**src/hw/isf_pkg.sv**
```systemverilog
package isf_pkg;
    localparam logic [1:0] ISF_ADDR_W = 2'h2;
    // register offsets (word index on the plain port)
    localparam logic [1:0] ISF_OFS_STATUS = 2'h0;
    localparam logic [1:0] ISF_OFS_CTRL = 2'h1;
    localparam logic [1:0] ISF_OFS_TX = 2'h2;
    localparam logic [1:0] ISF_OFS_RX = 2'h3;
    // status word field positions
    localparam int ISF_B_ADDR10 = 8;
    localparam int ISF_B_WCOL = 7;
    localparam int ISF_B_ROV = 6;
    localparam int ISF_B_DATA = 5;
    localparam int ISF_B_STOP = 4;
    localparam int ISF_B_RBF = 1;
    localparam int ISF_B_TBF = 0;
    // control word fields
    localparam int ISF_C_ADDR10 = 15;
    localparam logic [15:0] ISF_STATUS_RST = 16'h0000;
    localparam logic [9:0] ISF_OWN_ADDR_RST = 10'h000;
    localparam logic [3:0] ISF_BITS_PER_BYTE = 4'h8;
endpackage

```
**src/hw/isf_status.sv**
```systemverilog
`timescale 1ns/1ps
module isf_status
    import isf_pkg::*;
(
    input wire logic CLK,
    input wire logic RST_N,
    input wire logic [isf_pkg::ISF_ADDR_W-1:0] ADDR,
    input wire logic [15:0] WDATA,
    input wire logic WR,
    input wire logic RD,
    output logic [15:0] RDATA,
    input wire logic SCL_IN,
    input wire logic SDA_IN,
    output logic SCL_OE_N,
    output logic SDA_OE_N,
    output logic TX_BUSY
);
    import isf_pkg::*;

    ////////////////////////////////////////////////////////////////////////
    // pin synchronisers; first stage feeds only the second
    logic [1:0] scl_s_r, sda_s_r;
    logic scl_d_r, sda_d_r;
    always_ff @(posedge CLK) begin
        if (!RST_N) begin
            scl_s_r <= 2'h3;
            sda_s_r <= 2'h3;
            scl_d_r <= 1'b1;
            sda_d_r <= 1'b1;
        end else begin
            scl_s_r <= {scl_s_r[0], SCL_IN};
            sda_s_r <= {sda_s_r[0], SDA_IN};
            scl_d_r <= scl_s_r[1];
            sda_d_r <= sda_s_r[1];
        end
    end
    wire scl = scl_s_r[1];
    wire sda = sda_s_r[1];
    wire scl_rise = scl && !scl_d_r;
    wire scl_fall = !scl && scl_d_r;
    wire start_ev = scl && scl_d_r && !sda && sda_d_r;
    wire stop_ev = scl && scl_d_r && sda && !sda_d_r;

    ////////////////////////////////////////////////////////////////////////
    // slave receiver: byte framing, ack, address phases
    typedef enum logic [2:0] {ISF_IDLE, ISF_ADR1, ISF_ADR2, ISF_DATA, ISF_IGN} isf_state_t;
    isf_state_t st_r;
    logic [7:0] shift_r;
    logic [3:0] bit_r;
    logic ack_r, sda_oe_n_r, ten_r;
    logic [15:0] ctrl_r;
    logic [7:0] rx_r, tx_r;
    logic rbf_r, tbf_r, wcol_r, rov_r, data_r, stop_r, ten_bit_addr_matched_r;

    function automatic logic hi_match(input logic [7:0] b, input logic [9:0] own);
        hi_match = (b[7:3] == 5'h1E) && (b[2:1] == own[9:8]);
    endfunction

    wire byte_done = scl_rise && (bit_r == ISF_BITS_PER_BYTE - 4'h1);
    wire [7:0] byte_in = {shift_r[6:0], sda};
    wire ten_mode = ctrl_r[ISF_C_ADDR10];
    wire [9:0] own = ctrl_r[9:0];
    wire m7 = !ten_mode && (byte_in[7:1] == own[6:0]);
    wire m1 = ten_mode && hi_match(byte_in, own);
    wire m2 = (byte_in == own[7:0]);
    wire got_data = byte_done && (st_r == ISF_DATA);
    wire addr_hit = byte_done && ((st_r == ISF_ADR1 && m7) || (st_r == ISF_ADR2 && m2));

    always_ff @(posedge CLK) begin
        if (!RST_N) begin
            st_r <= ISF_IDLE;
            bit_r <= 4'h0;
            shift_r <= 8'h00;
            ack_r <= 1'b0;
        end else if (start_ev) begin
            st_r <= ISF_ADR1;
            bit_r <= 4'h0;
        end else if (stop_ev) begin
            st_r <= ISF_IDLE;
        end else if (scl_rise && st_r != ISF_IDLE && st_r != ISF_IGN) begin
            if (bit_r == ISF_BITS_PER_BYTE) begin
                bit_r <= 4'h0;
            end else begin
                shift_r <= byte_in;
                bit_r <= bit_r + 4'h1;
            end
            if (byte_done) begin
                case (st_r)
                    ISF_ADR1: st_r <= m7 ? ISF_DATA : (m1 ? ISF_ADR2 : ISF_IGN);
                    ISF_ADR2: st_r <= m2 ? ISF_DATA : ISF_IGN;
                    default: st_r <= st_r;
                endcase
                ack_r <= (st_r == ISF_DATA) || m7 || m1 || (st_r == ISF_ADR2 && m2);
            end
        end else if (scl_fall && bit_r == 4'h0) begin
            ack_r <= 1'b0;
        end
    end

    // ack driven low during the ninth clock; scl is never stretched
    always_ff @(posedge CLK) begin
        if (!RST_N) begin
            sda_oe_n_r <= 1'b1;
        end else if (scl_fall) begin
            sda_oe_n_r <= !(ack_r && bit_r == ISF_BITS_PER_BYTE);
        end else if (start_ev || stop_ev) begin
            sda_oe_n_r <= 1'b1;
        end
    end

    ////////////////////////////////////////////////////////////////////////
    // status flags
    wire wr_st = WR && ADDR == ISF_OFS_STATUS;
    wire wr_tx = WR && ADDR == ISF_OFS_TX;
    wire rd_rx = RD && ADDR == ISF_OFS_RX;
    wire busy = (st_r != ISF_IDLE) || tbf_r;

    always_ff @(posedge CLK) begin
        if (!RST_N) begin
            ctrl_r <= 16'h0000;
            ctrl_r[9:0] <= ISF_OWN_ADDR_RST;
        end else if (WR && ADDR == ISF_OFS_CTRL) begin
            ctrl_r <= WDATA;
        end
    end

    always_ff @(posedge CLK) begin
        if (!RST_N) begin
            tx_r <= 8'h00;
            tbf_r <= 1'b0;
        end else if (wr_tx && !busy) begin
            tx_r <= WDATA[7:0];
            tbf_r <= 1'b1;
        end else if (start_ev) begin
            tbf_r <= 1'b0;
        end
    end

    always_ff @(posedge CLK) begin
        if (!RST_N) begin
            wcol_r <= 1'b0;
        end else if (wr_tx && busy) begin
            wcol_r <= 1'b1;
        end else if (wr_st && !WDATA[ISF_B_WCOL]) begin
            wcol_r <= 1'b0;
        end
    end

    always_ff @(posedge CLK) begin
        if (!RST_N) begin
            rov_r <= 1'b0;
            rbf_r <= 1'b0;
            rx_r <= 8'h00;
        end else begin
            if (got_data && rbf_r) begin
                rov_r <= 1'b1;
            end else if (wr_st && !WDATA[ISF_B_ROV]) begin
                rov_r <= 1'b0;
            end
            if (got_data && !rbf_r) begin
                rx_r <= byte_in;
                rbf_r <= 1'b1;
            end else if (rd_rx) begin
                rbf_r <= 1'b0;
            end
        end
    end

    always_ff @(posedge CLK) begin
        if (!RST_N) begin
            data_r <= 1'b0;
            stop_r <= 1'b0;
            ten_bit_addr_matched_r <= 1'b0;
        end else begin
            if (addr_hit) begin
                data_r <= 1'b0;
            end else if (got_data) begin
                data_r <= 1'b1;
            end
            if (stop_ev) begin
                stop_r <= 1'b1;
            end else if (start_ev) begin
                stop_r <= 1'b0;
            end
            if (stop_ev) begin
                ten_bit_addr_matched_r <= 1'b0;
            end else if (byte_done && st_r == ISF_ADR2 && m2) begin
                ten_bit_addr_matched_r <= 1'b1;
            end
        end
    end

    ////////////////////////////////////////////////////////////////////////
    // read port: data one cycle after the strobe
    logic [15:0] status;
    always_comb begin
        status = ISF_STATUS_RST;
        status[ISF_B_ADDR10] = ten_bit_addr_matched_r;
        status[ISF_B_WCOL] = wcol_r;
        status[ISF_B_ROV] = rov_r;
        status[ISF_B_DATA] = data_r;
        status[ISF_B_STOP] = stop_r;
        status[ISF_B_RBF] = rbf_r;
        status[ISF_B_TBF] = tbf_r;
    end

    always_ff @(posedge CLK) begin
        if (!RST_N) begin
            RDATA <= 16'h0000;
        end else if (RD) begin
            case (ADDR)
                ISF_OFS_STATUS: RDATA <= status;
                ISF_OFS_CTRL: RDATA <= ctrl_r;
                ISF_OFS_TX: RDATA <= {8'h00, tx_r};
                ISF_OFS_RX: RDATA <= {8'h00, rx_r};
                default: RDATA <= 16'h0000;
            endcase
        end else begin
            RDATA <= 16'h0000;
        end
    end

    always_ff @(posedge CLK) begin
        if (!RST_N) begin
            SCL_OE_N <= 1'b1;
            SDA_OE_N <= 1'b1;
            TX_BUSY <= 1'b0;
        end else begin
            SCL_OE_N <= 1'b1;
            SDA_OE_N <= sda_oe_n_r;
            TX_BUSY <= busy;
        end
    end

    ////////////////////////////////////////////////////////////////////////
    // checks
    wcol_set_a: assert property (@(posedge CLK) disable iff (!RST_N)
        wr_tx && busy |=> wcol_r) else $error("collision not flagged");
    tx_drop_a: assert property (@(posedge CLK) disable iff (!RST_N)
        wr_tx && busy |=> $stable(tx_r)) else $error("busy write took effect");
    wcol_hold_a: assert property (@(posedge CLK) disable iff (!RST_N)
        wcol_r && !wr_st |=> wcol_r) else $error("collision cleared by hw");
    rov_set_a: assert property (@(posedge CLK) disable iff (!RST_N)
        got_data && rbf_r |=> rov_r && $stable(rx_r)) else $error("overflow missed");
    rov_sticky_a: assert property (@(posedge CLK) disable iff (!RST_N)
        rov_r && !wr_st |=> rov_r) else $error("overflow self cleared");
    da_addr_a: assert property (@(posedge CLK) disable iff (!RST_N)
        addr_hit |=> !data_r) else $error("address not marked");
    da_data_a: assert property (@(posedge CLK) disable iff (!RST_N)
        got_data |=> data_r) else $error("data not marked");
    stop_flag_a: assert property (@(posedge CLK) disable iff (!RST_N)
        stop_ev |=> stop_r) else $error("stop not flagged");
    start_flag_a: assert property (@(posedge CLK) disable iff (!RST_N)
        start_ev |=> !stop_r) else $error("start left stop set");
    ten_bit_addr_matched_clr_a: assert property (@(posedge CLK) disable iff (!RST_N)
        stop_ev |=> !ten_bit_addr_matched_r) else $error("ten-bit flag kept over stop");
    ten_bit_addr_matched_only_a: assert property (@(posedge CLK) disable iff (!RST_N)
        $rose(ten_bit_addr_matched_r) |-> $past(st_r) == ISF_ADR2) else $error("ten-bit flag spurious");
    w1_ign_a: assert property (@(posedge CLK) disable iff (!RST_N)
        wr_st && WDATA[ISF_B_WCOL] && wcol_r |=> wcol_r) else $error("write one cleared");
    reset_zero_a: assert property (@(posedge CLK)
        !RST_N |=> status == ISF_STATUS_RST) else $error("flags not zero after reset");
    cov_ovf_c: cover property (@(posedge CLK) disable iff (!RST_N) got_data && rbf_r);
    cov_wcol_c: cover property (@(posedge CLK) disable iff (!RST_N) wr_tx && busy);
    cov_ten_c: cover property (@(posedge CLK) disable iff (!RST_N) $rose(ten_bit_addr_matched_r));
    cov_stop_c: cover property (@(posedge CLK) disable iff (!RST_N) stop_ev ##[1:400] start_ev);
endmodule // isf_status

```
**config.mk**
```make
export PLATFORM = sky130hd
export DESIGN_NAME = isf_status
export DESIGN_NICKNAME = d
export VERILOG_FILES = /design/src/hw/isf_pkg.sv /design/src/hw/isf_status.sv
export SDC_FILE = /design/constraint.sdc
export NUM_CORES = 1
export LEC_CHECK = 0
export BUFFER_PORTS_ARGS = -buffer_cell sky130_fd_sc_hd__buf_2
export CAP_MARGIN = 20
export CORE_ASPECT_RATIO = 1.1
export CORE_MARGIN = 4
export CORE_UTILIZATION = 50
export DETAILED_ROUTE_END_ITERATION = 7
export GPL_TIMING_DRIVEN = 0
export PLACE_DENSITY_LB_ADDON = 0.1
export SETUP_SLACK_MARGIN = 0.02
export SLEW_MARGIN = 40
export SYNTH_ARGS = -nofsm -noshare
export SYNTH_HDL_FRONTEND = slang
export SYNTH_SLANG_ARGS = --single-unit
```
**constraint.sdc**
```tcl
create_clock -name CLK -period 1.82 [get_ports CLK]
set_clock_uncertainty 0.2 [all_clocks]
set_input_delay 0.364 -clock CLK [delete_from_list [all_inputs] [get_ports CLK]]
set_output_delay 0.364 -clock CLK [all_outputs]
set_load 0.005 [all_outputs]
```
# Yosys cells after proc, flatten, opt, wreduce, memory -nomap -nowiden
# Cells that the tools add are included.
# word_totals
reg_bits	79
latch_bits	0
ramBits	0
romBits	0
inputBits	24
output_inout_bits	19
word_cells	137
mem_count	0
# classes
addsub	1
multipliers	0
n_div	0
magnitude_cmp	0
n_eq_ne	14
n_shift	0
muxes	24
n_bitwise	4
n_reduce_logical	71
# op_table
op	n
16-bit case mux with 4 select lines	1
1-bit logical AND	31
1-bit two-way mux	18
2-bit nonzero test	8
1-bit zero test	10
3-bit two-way mux	3
3-bit nonzero test	3
8-bit equality test	1
4-bit AND reduction	2
7-bit equality test	1
3-bit by 2-bit equality test with 1-bit output, second input constant	2
1-bit logical OR	6
3-bit case mux with 2 select lines	1
3-bit AND reduction	2
2-bit OR reduction	3
5-bit equality test, second input constant	1
4-bit by 1-bit adder with 4-bit output, second input constant	1
2-bit equality test, second input constant	2
4-bit by 3-bit equality test with 1-bit output, second input constant	1
4-bit equality test, second input constant	1
4-bit zero test	1
4-bit two-way mux	1
1-bit NOT	4
2-bit AND reduction	2
other kinds (8)	8

# Logic depth before layout (Yosys ltp)
# depth
word_depth	10
ltp_mapped	6
ltp_nobuf	6

# Least setup slack after synthesis
# No wires, ideal clock.
# synth_path
kind	register to register
start	register shift_r[1]
end	register st_r[0]
setup_time_ps	58
arrival_ps	1450
required_ps	1562
slack_ps	111
path_stages_with_launch	7
n_path_buf	1
synth_period_minus_slack_ps	1709
path_cell_list	dfxtp_1 clkbuf_1 xnor2_1 nand3_2 or4_4 o2111ai_1 o211a_1
# synth_via
elab_chain_cells	8
elab_cells_between_ends	10
cone_classes	2 x eq/ne; 7 x mux; 1 x reduce/logical
# synth_rtl
item	line	rtl
start: declaration	isf_status.sv:48	logic [7:0] shift_r;
start signal: assignment	isf_status.sv:84	shift_r <= byte_in;
7-bit equality test	isf_status.sv:63	wire m7 = !ten_mode && (byte_in[7:1] == own[6:0]);
1-bit logical AND	isf_status.sv:63	
3-bit two-way mux	isf_status.sv:89	ISF_ADR1: st_r <= m7 ? ISF_DATA : (m1 ? ISF_ADR2 : ISF_IGN);
3-bit case mux with 2 select lines (*)	isf_status.sv:88	case (st_r)
1-bit two-way mux (*)	isf_status.sv:87	if (byte_done) begin
1-bit two-way mux (*)	isf_status.sv:80	end else if (scl_rise && st_r != ISF_IDLE && st_r != ISF_IGN) begin
1-bit two-way mux (*)	isf_status.sv:78	end else if (stop_ev) begin
1-bit two-way mux (*)	isf_status.sv:75	end else if (start_ev) begin
end signal: assignment	isf_status.sv:89	
end signal: assignment	isf_status.sv:90	ISF_ADR2: st_r <= m2 ? ISF_DATA : ISF_IGN;
end signal: assignment	isf_status.sv:91	default: st_r <= st_r;
end: declaration	isf_status.sv:47	isf_state_t st_r;
# Mark *: on every way between the ends. The rest lies on a longest branch, timed or not. The select of a mux whose other input is x is not followed.
# A chain may end at the register's enable or synchronous reset.

# Worst setup path in the final report
# layout_path
start	register st_r[0]
end	register tx_r[0]
# layout_via
elab_chain_cells	4
# layout_rtl
item	line	rtl
3-bit nonzero test	isf_status.sv:116	wire busy = (st_r != ISF_IDLE) || tbf_r;
1-bit logical OR	isf_status.sv:116	
1-bit zero test	isf_status.sv:131	end else if (wr_tx && !busy) begin
1-bit logical AND	isf_status.sv:131	
end signal: assignment	isf_status.sv:132	tx_r <= WDATA[7:0];
end: declaration	isf_status.sv:52	logic [7:0] rx_r, tx_r;
# Every way passes these cells.

==> impl_results.rst <==
.. list-table::
   :header-rows: 1

   * - Metric
     - Value
   * - H-Tree Depth
     - 3
   * - PwrDens
     - 780 nW/um^2
   * - Fraction of power consumed by combinational cells
     - about 7.4%
   * - Final count of negative-setup-slack endpoints
     - 0
   * - Site row count
     - 31
   * - Number of max-slew violations in the final report
     - 0
   * - Kind of path behind the tightest hold check
     - input pin to flip-flop
   * - Switching Fraction
     - roughly a quarter
   * - F_max
     - 557 MHz
   * - Cell count after synthesis
     - about 340
   * - Worst hold margin
     - ~48 ps
   * - Port Buf Inserts
     - between 40 and 50
   * - Portion of the clock cycle consumed by the worst path in the final layout
     - 98.7%
   * - Post-CTS clock slew at the launch and capture registers of the worst setup and hold paths
     - ~80 ps
   * - Number of ports placed on the die boundary
     - 43
   * - Critical path fanouts, max
     - 9
   * - Reg2Reg Setup Slack
     - between 20 and 25 ps
   * - Total leakage power
     - 0.00168 uW
   * - Area of the core
     - 6590 um^2
   * - Cell repeated most along the worst path
     - buf_6
   * - Detail Route Antenna Nets
     - 0
   * - Slowest cell on the critical path
     - nor4_4
   * - Vias after detailed routing
     - 2575
   * - Outcome
     - finished clean
   * - Chain of cells forming the critical path
     - buf_6, nor4_4, and4b_1, buf_6, mux2i_1, nor2b_1
   * - Top FF cell, synth
     - dfxtp_1
   * - Net switching power
     - around 800 uW
   * - Register area share after synthesis
     - 46.3%
   * - Number of buffers on the longest clock path
     - 2
   * - Slew at the pin closest to its max-slew limit
     - 675 ps
   * - Nets in the synthesized netlist
     - around 360
   * - Part of the total power dissipated in sequential elements
     - a little under three fifths
   * - Clk root buf
     - clkbuf_8
   * - Crit start category
     - flip-flop
   * - GR Util All Layers
     - 20.0%
   * - Max-cap violations
     - 0
   * - Pre-CTS setup slack
     - -179 ps
   * - Clock sink total
     - 79
   * - WP data required
     - 1860 ps
   * - Die W
     - 86.8 um
   * - Wire length of the first global-routing pass
     - between 10000 and 15000 um
   * - Data arrival at the endpoint of the critical path
     - 1840 ps
   * - Vias in the first global route
     - 2475
   * - Ratio of routed vias to standard cells
     - 5.27
   * - Drt pass-1 iters
     - 5
   * - Slew margin rel.
     - 55.0%
   * - Total placed cells including tap cells
     - roughly 460
   * - Distinct cells, synth
     - just under 50
   * - Most frequent standard cell in the layout excluding fill and tap cells
     - dfxtp_1
   * - Storage element area
     - 1590 um^2
   * - Layout overhead on the synthesized area
     - 21.3%
   * - Max incr delay on CP
     - 330 ps
   * - Fillers
     - 598
   * - Final-stage net count
     - roughly 430
   * - Antenna violations before repair
     - 0
   * - Proportion of netlist area held by the largest area contributor
     - 46.3%
   * - Area used by multi-input combinational logic
     - roughly 1800 um^2
   * - Synthesized flop and latch total
     - 79
   * - Cell area after synthesis
     - 3410 um^2
   * - Fraction of registers with async set/reset
     - 0%
   * - Internal power summed over all cells
     - around 2400 uW
   * - Clk network pwr share
     - 37.4%
   * - GR Overflow Total
     - 0
   * - Average detailed-routed wire length per instance
     - 15.8 um
   * - Shortest period the worst path allows
     - 1800 ps
   * - Number of buffers created by CTS
     - 9
   * - Number of DRC violations after detailed routing
     - 0
   * - Final-report hold violation count
     - 0
   * - Antenna diode count
     - 0
   * - Global placement routability congestion
     - between 0.7 and 0.8
   * - Insertion delay of the later-clocked pin in the worst-skew pair
     - 360 ps
   * - Synth warnings
     - 0
   * - Vertical die dimension
     - 94.7 um
   * - Crit Path Category
     - flip-flop to flip-flop
   * - Crit. End Element
     - flip-flop
   * - Placed wire-length estimate after detailed placement
     - between 5000 and 6000 um
   * - CP bufs+invs
     - 2
   * - Die area
     - 8220 um^2
   * - Number of standard cells in the final layout excluding fillers
     - 489
   * - Setup repair after global routing missed its margin
     - true
   * - Share of post-route cells with drive strength above 1
     - 29.0%
   * - Number of synthesized flops with an enable pin
     - 0
   * - Leading cell types by total area after synthesis
     - dfxtp_1, mux2i_1, nor2b_1, nand2_1, a21boi_0
   * - Post-synthesis area per instance
     - 10.1 um^2
   * - CTS tree
     - done
   * - Dominant delay contributor by cell family on the critical path
     - simple AND/OR/NAND/NOR gates
   * - Final wirelength
     - 7710 um
   * - Starting utilization of the core area
     - between 50 and 60%
   * - Initial detailed-routing violation count
     - 100
   * - IR Drop Worst-Case VDD
     - 0.518 mV
   * - Largest net degree at the start of global routing
     - 14
   * - Commonest cells after routing, fill and taps aside
     - dfxtp_1, buf_2, nand2_1, nor2b_1, mux2i_1
   * - Largest area contributor in the netlist
     - dfxtp_1
   * - Setup WS post-layout
     - 23.3 ps
[routing by layer]
| metal | part of all wire [%] | global-route usage [%] |
|---|---|---|
| met1 | 44 | 25.0 |
| met4 | 3.1 | 9.74 |
| met2 | 48 | 31.7 |
| met5 | 0 | 0 |
| met3 | 4.5 | 5.32 |
[cell families after synthesis]
logic type                 after synthesis  synth area share (%)
AOI/OAI and AO/OA                       46                  9.56
muxes                                   34                  12.2
DFF                                     79                  46.3
other                                    1                 0.110
adders and majority gates                2                 0.733
buffers and inverters                   24                  3.96
xor gates and xnor gates                18                  4.62
and+or+nand+nor                        134                  22.5
[power by group through the flow]
stage | Sequential, uW | Clock [uW] | Combinational (uW)
after global routing | 1790 | 1310 | 265
after floorplan | 1810 | 0 | 140
final | 1780 | 1210 | 241
after CTS | 1780 | 1240 | 226
after detailed placement | 1820 | 0 | 217
after global placement | 1820 | 0 | 215
[Yosys cell counts (3+ instances only)]
library cell   n
buf_2          3
a21oi_1        6
inv_1          4
nor2_1        10
and2_1         8
a21boi_0      19
mux4_2         6
xnor2_1        7
clkbuf_1      10
nor2b_1       35
nand2_1       41
dfxtp_1       79
o21ai_0        8
nand3_1        6
o211a_1        3
nand4_1        3
mux2i_1       26
buf_6          4
buf_4          3
nand2b_1       9
xor2_1        11
[final cells by class]
cell class / count / area share, %
Clock inverter: 5 / 0.785
Sequential cell: 79 / 38.5
Clock buffer: 11 / 3.66
Buffer: 19 / 3.26
Multi-Input combinational cell: 235 / 43.2
Tap cell: 82 / 2.48
Inverter: 4 / 0.363
Timing Repair Buffer: 54 / 7.73
[state kept, by name (all words and copies together), names as in the netlist]
signal and count:
ack_r 1, wcol_r 1, scl_s_r 2, ten_bit_addr_matched_r 1, st_r 3, tx_r 8, rov_r 1, shift_r 7
sda_oe_n_r 1, sda_d_r 1, sda_s_r 2, tbf_r 1, rx_r 8, stop_r 1, ctrl_r 16, bit_r 4
TX_BUSY 1, RDATA 16, data_r 1, rbf_r 1, scl_d_r 1, SDA_OE_N 1
[worst paths after layout]
| kind | end | cells past startpoint | start |
|---|---|---|---|
| worst max register to register | tx_r[0] | 6 | st_r[0] |
| worst max-delay path | tx_r[0] | 6 | st_r[0] |
| worst min register to register | sda_s_r[1] | 1 | sda_s_r[0] |
| worst min-delay path | ctrl_r[9] | 3 | WDATA[9] |
[metrics by stage]
stage / utilization, % / setup TNS [ps] / cell area (um^2) / total power [uW]
2_1_floorplan: - / 0 / 3410 / 1950
3_3_place_gp: 56.5 / -2500 / 3720 / 2040
3_5_place_dp: 56.5 / -2880 / 3720 / 2040
4_1_cts: 60.4 / 0 / 3980 / 3240
5_1_grt: 62.8 / -436 / 4140 / 3360
6_report: 62.8 / 0 / 4140 / 3230
[worst min-delay path, cell delays in order]
cell	delay (ps)
buf_2	90
nand2_1	40
a21boi_0	60
[repair_timing]
item,in CTS,in global routing
setup buffers,2,9
hold buffers,2,0
hold endpoints to repair,2,0
pin swaps,2,4
endpoints found under the setup margin,26,30
resized for setup,9,22
Note: power is estimated with default switching activity, not from simulation.
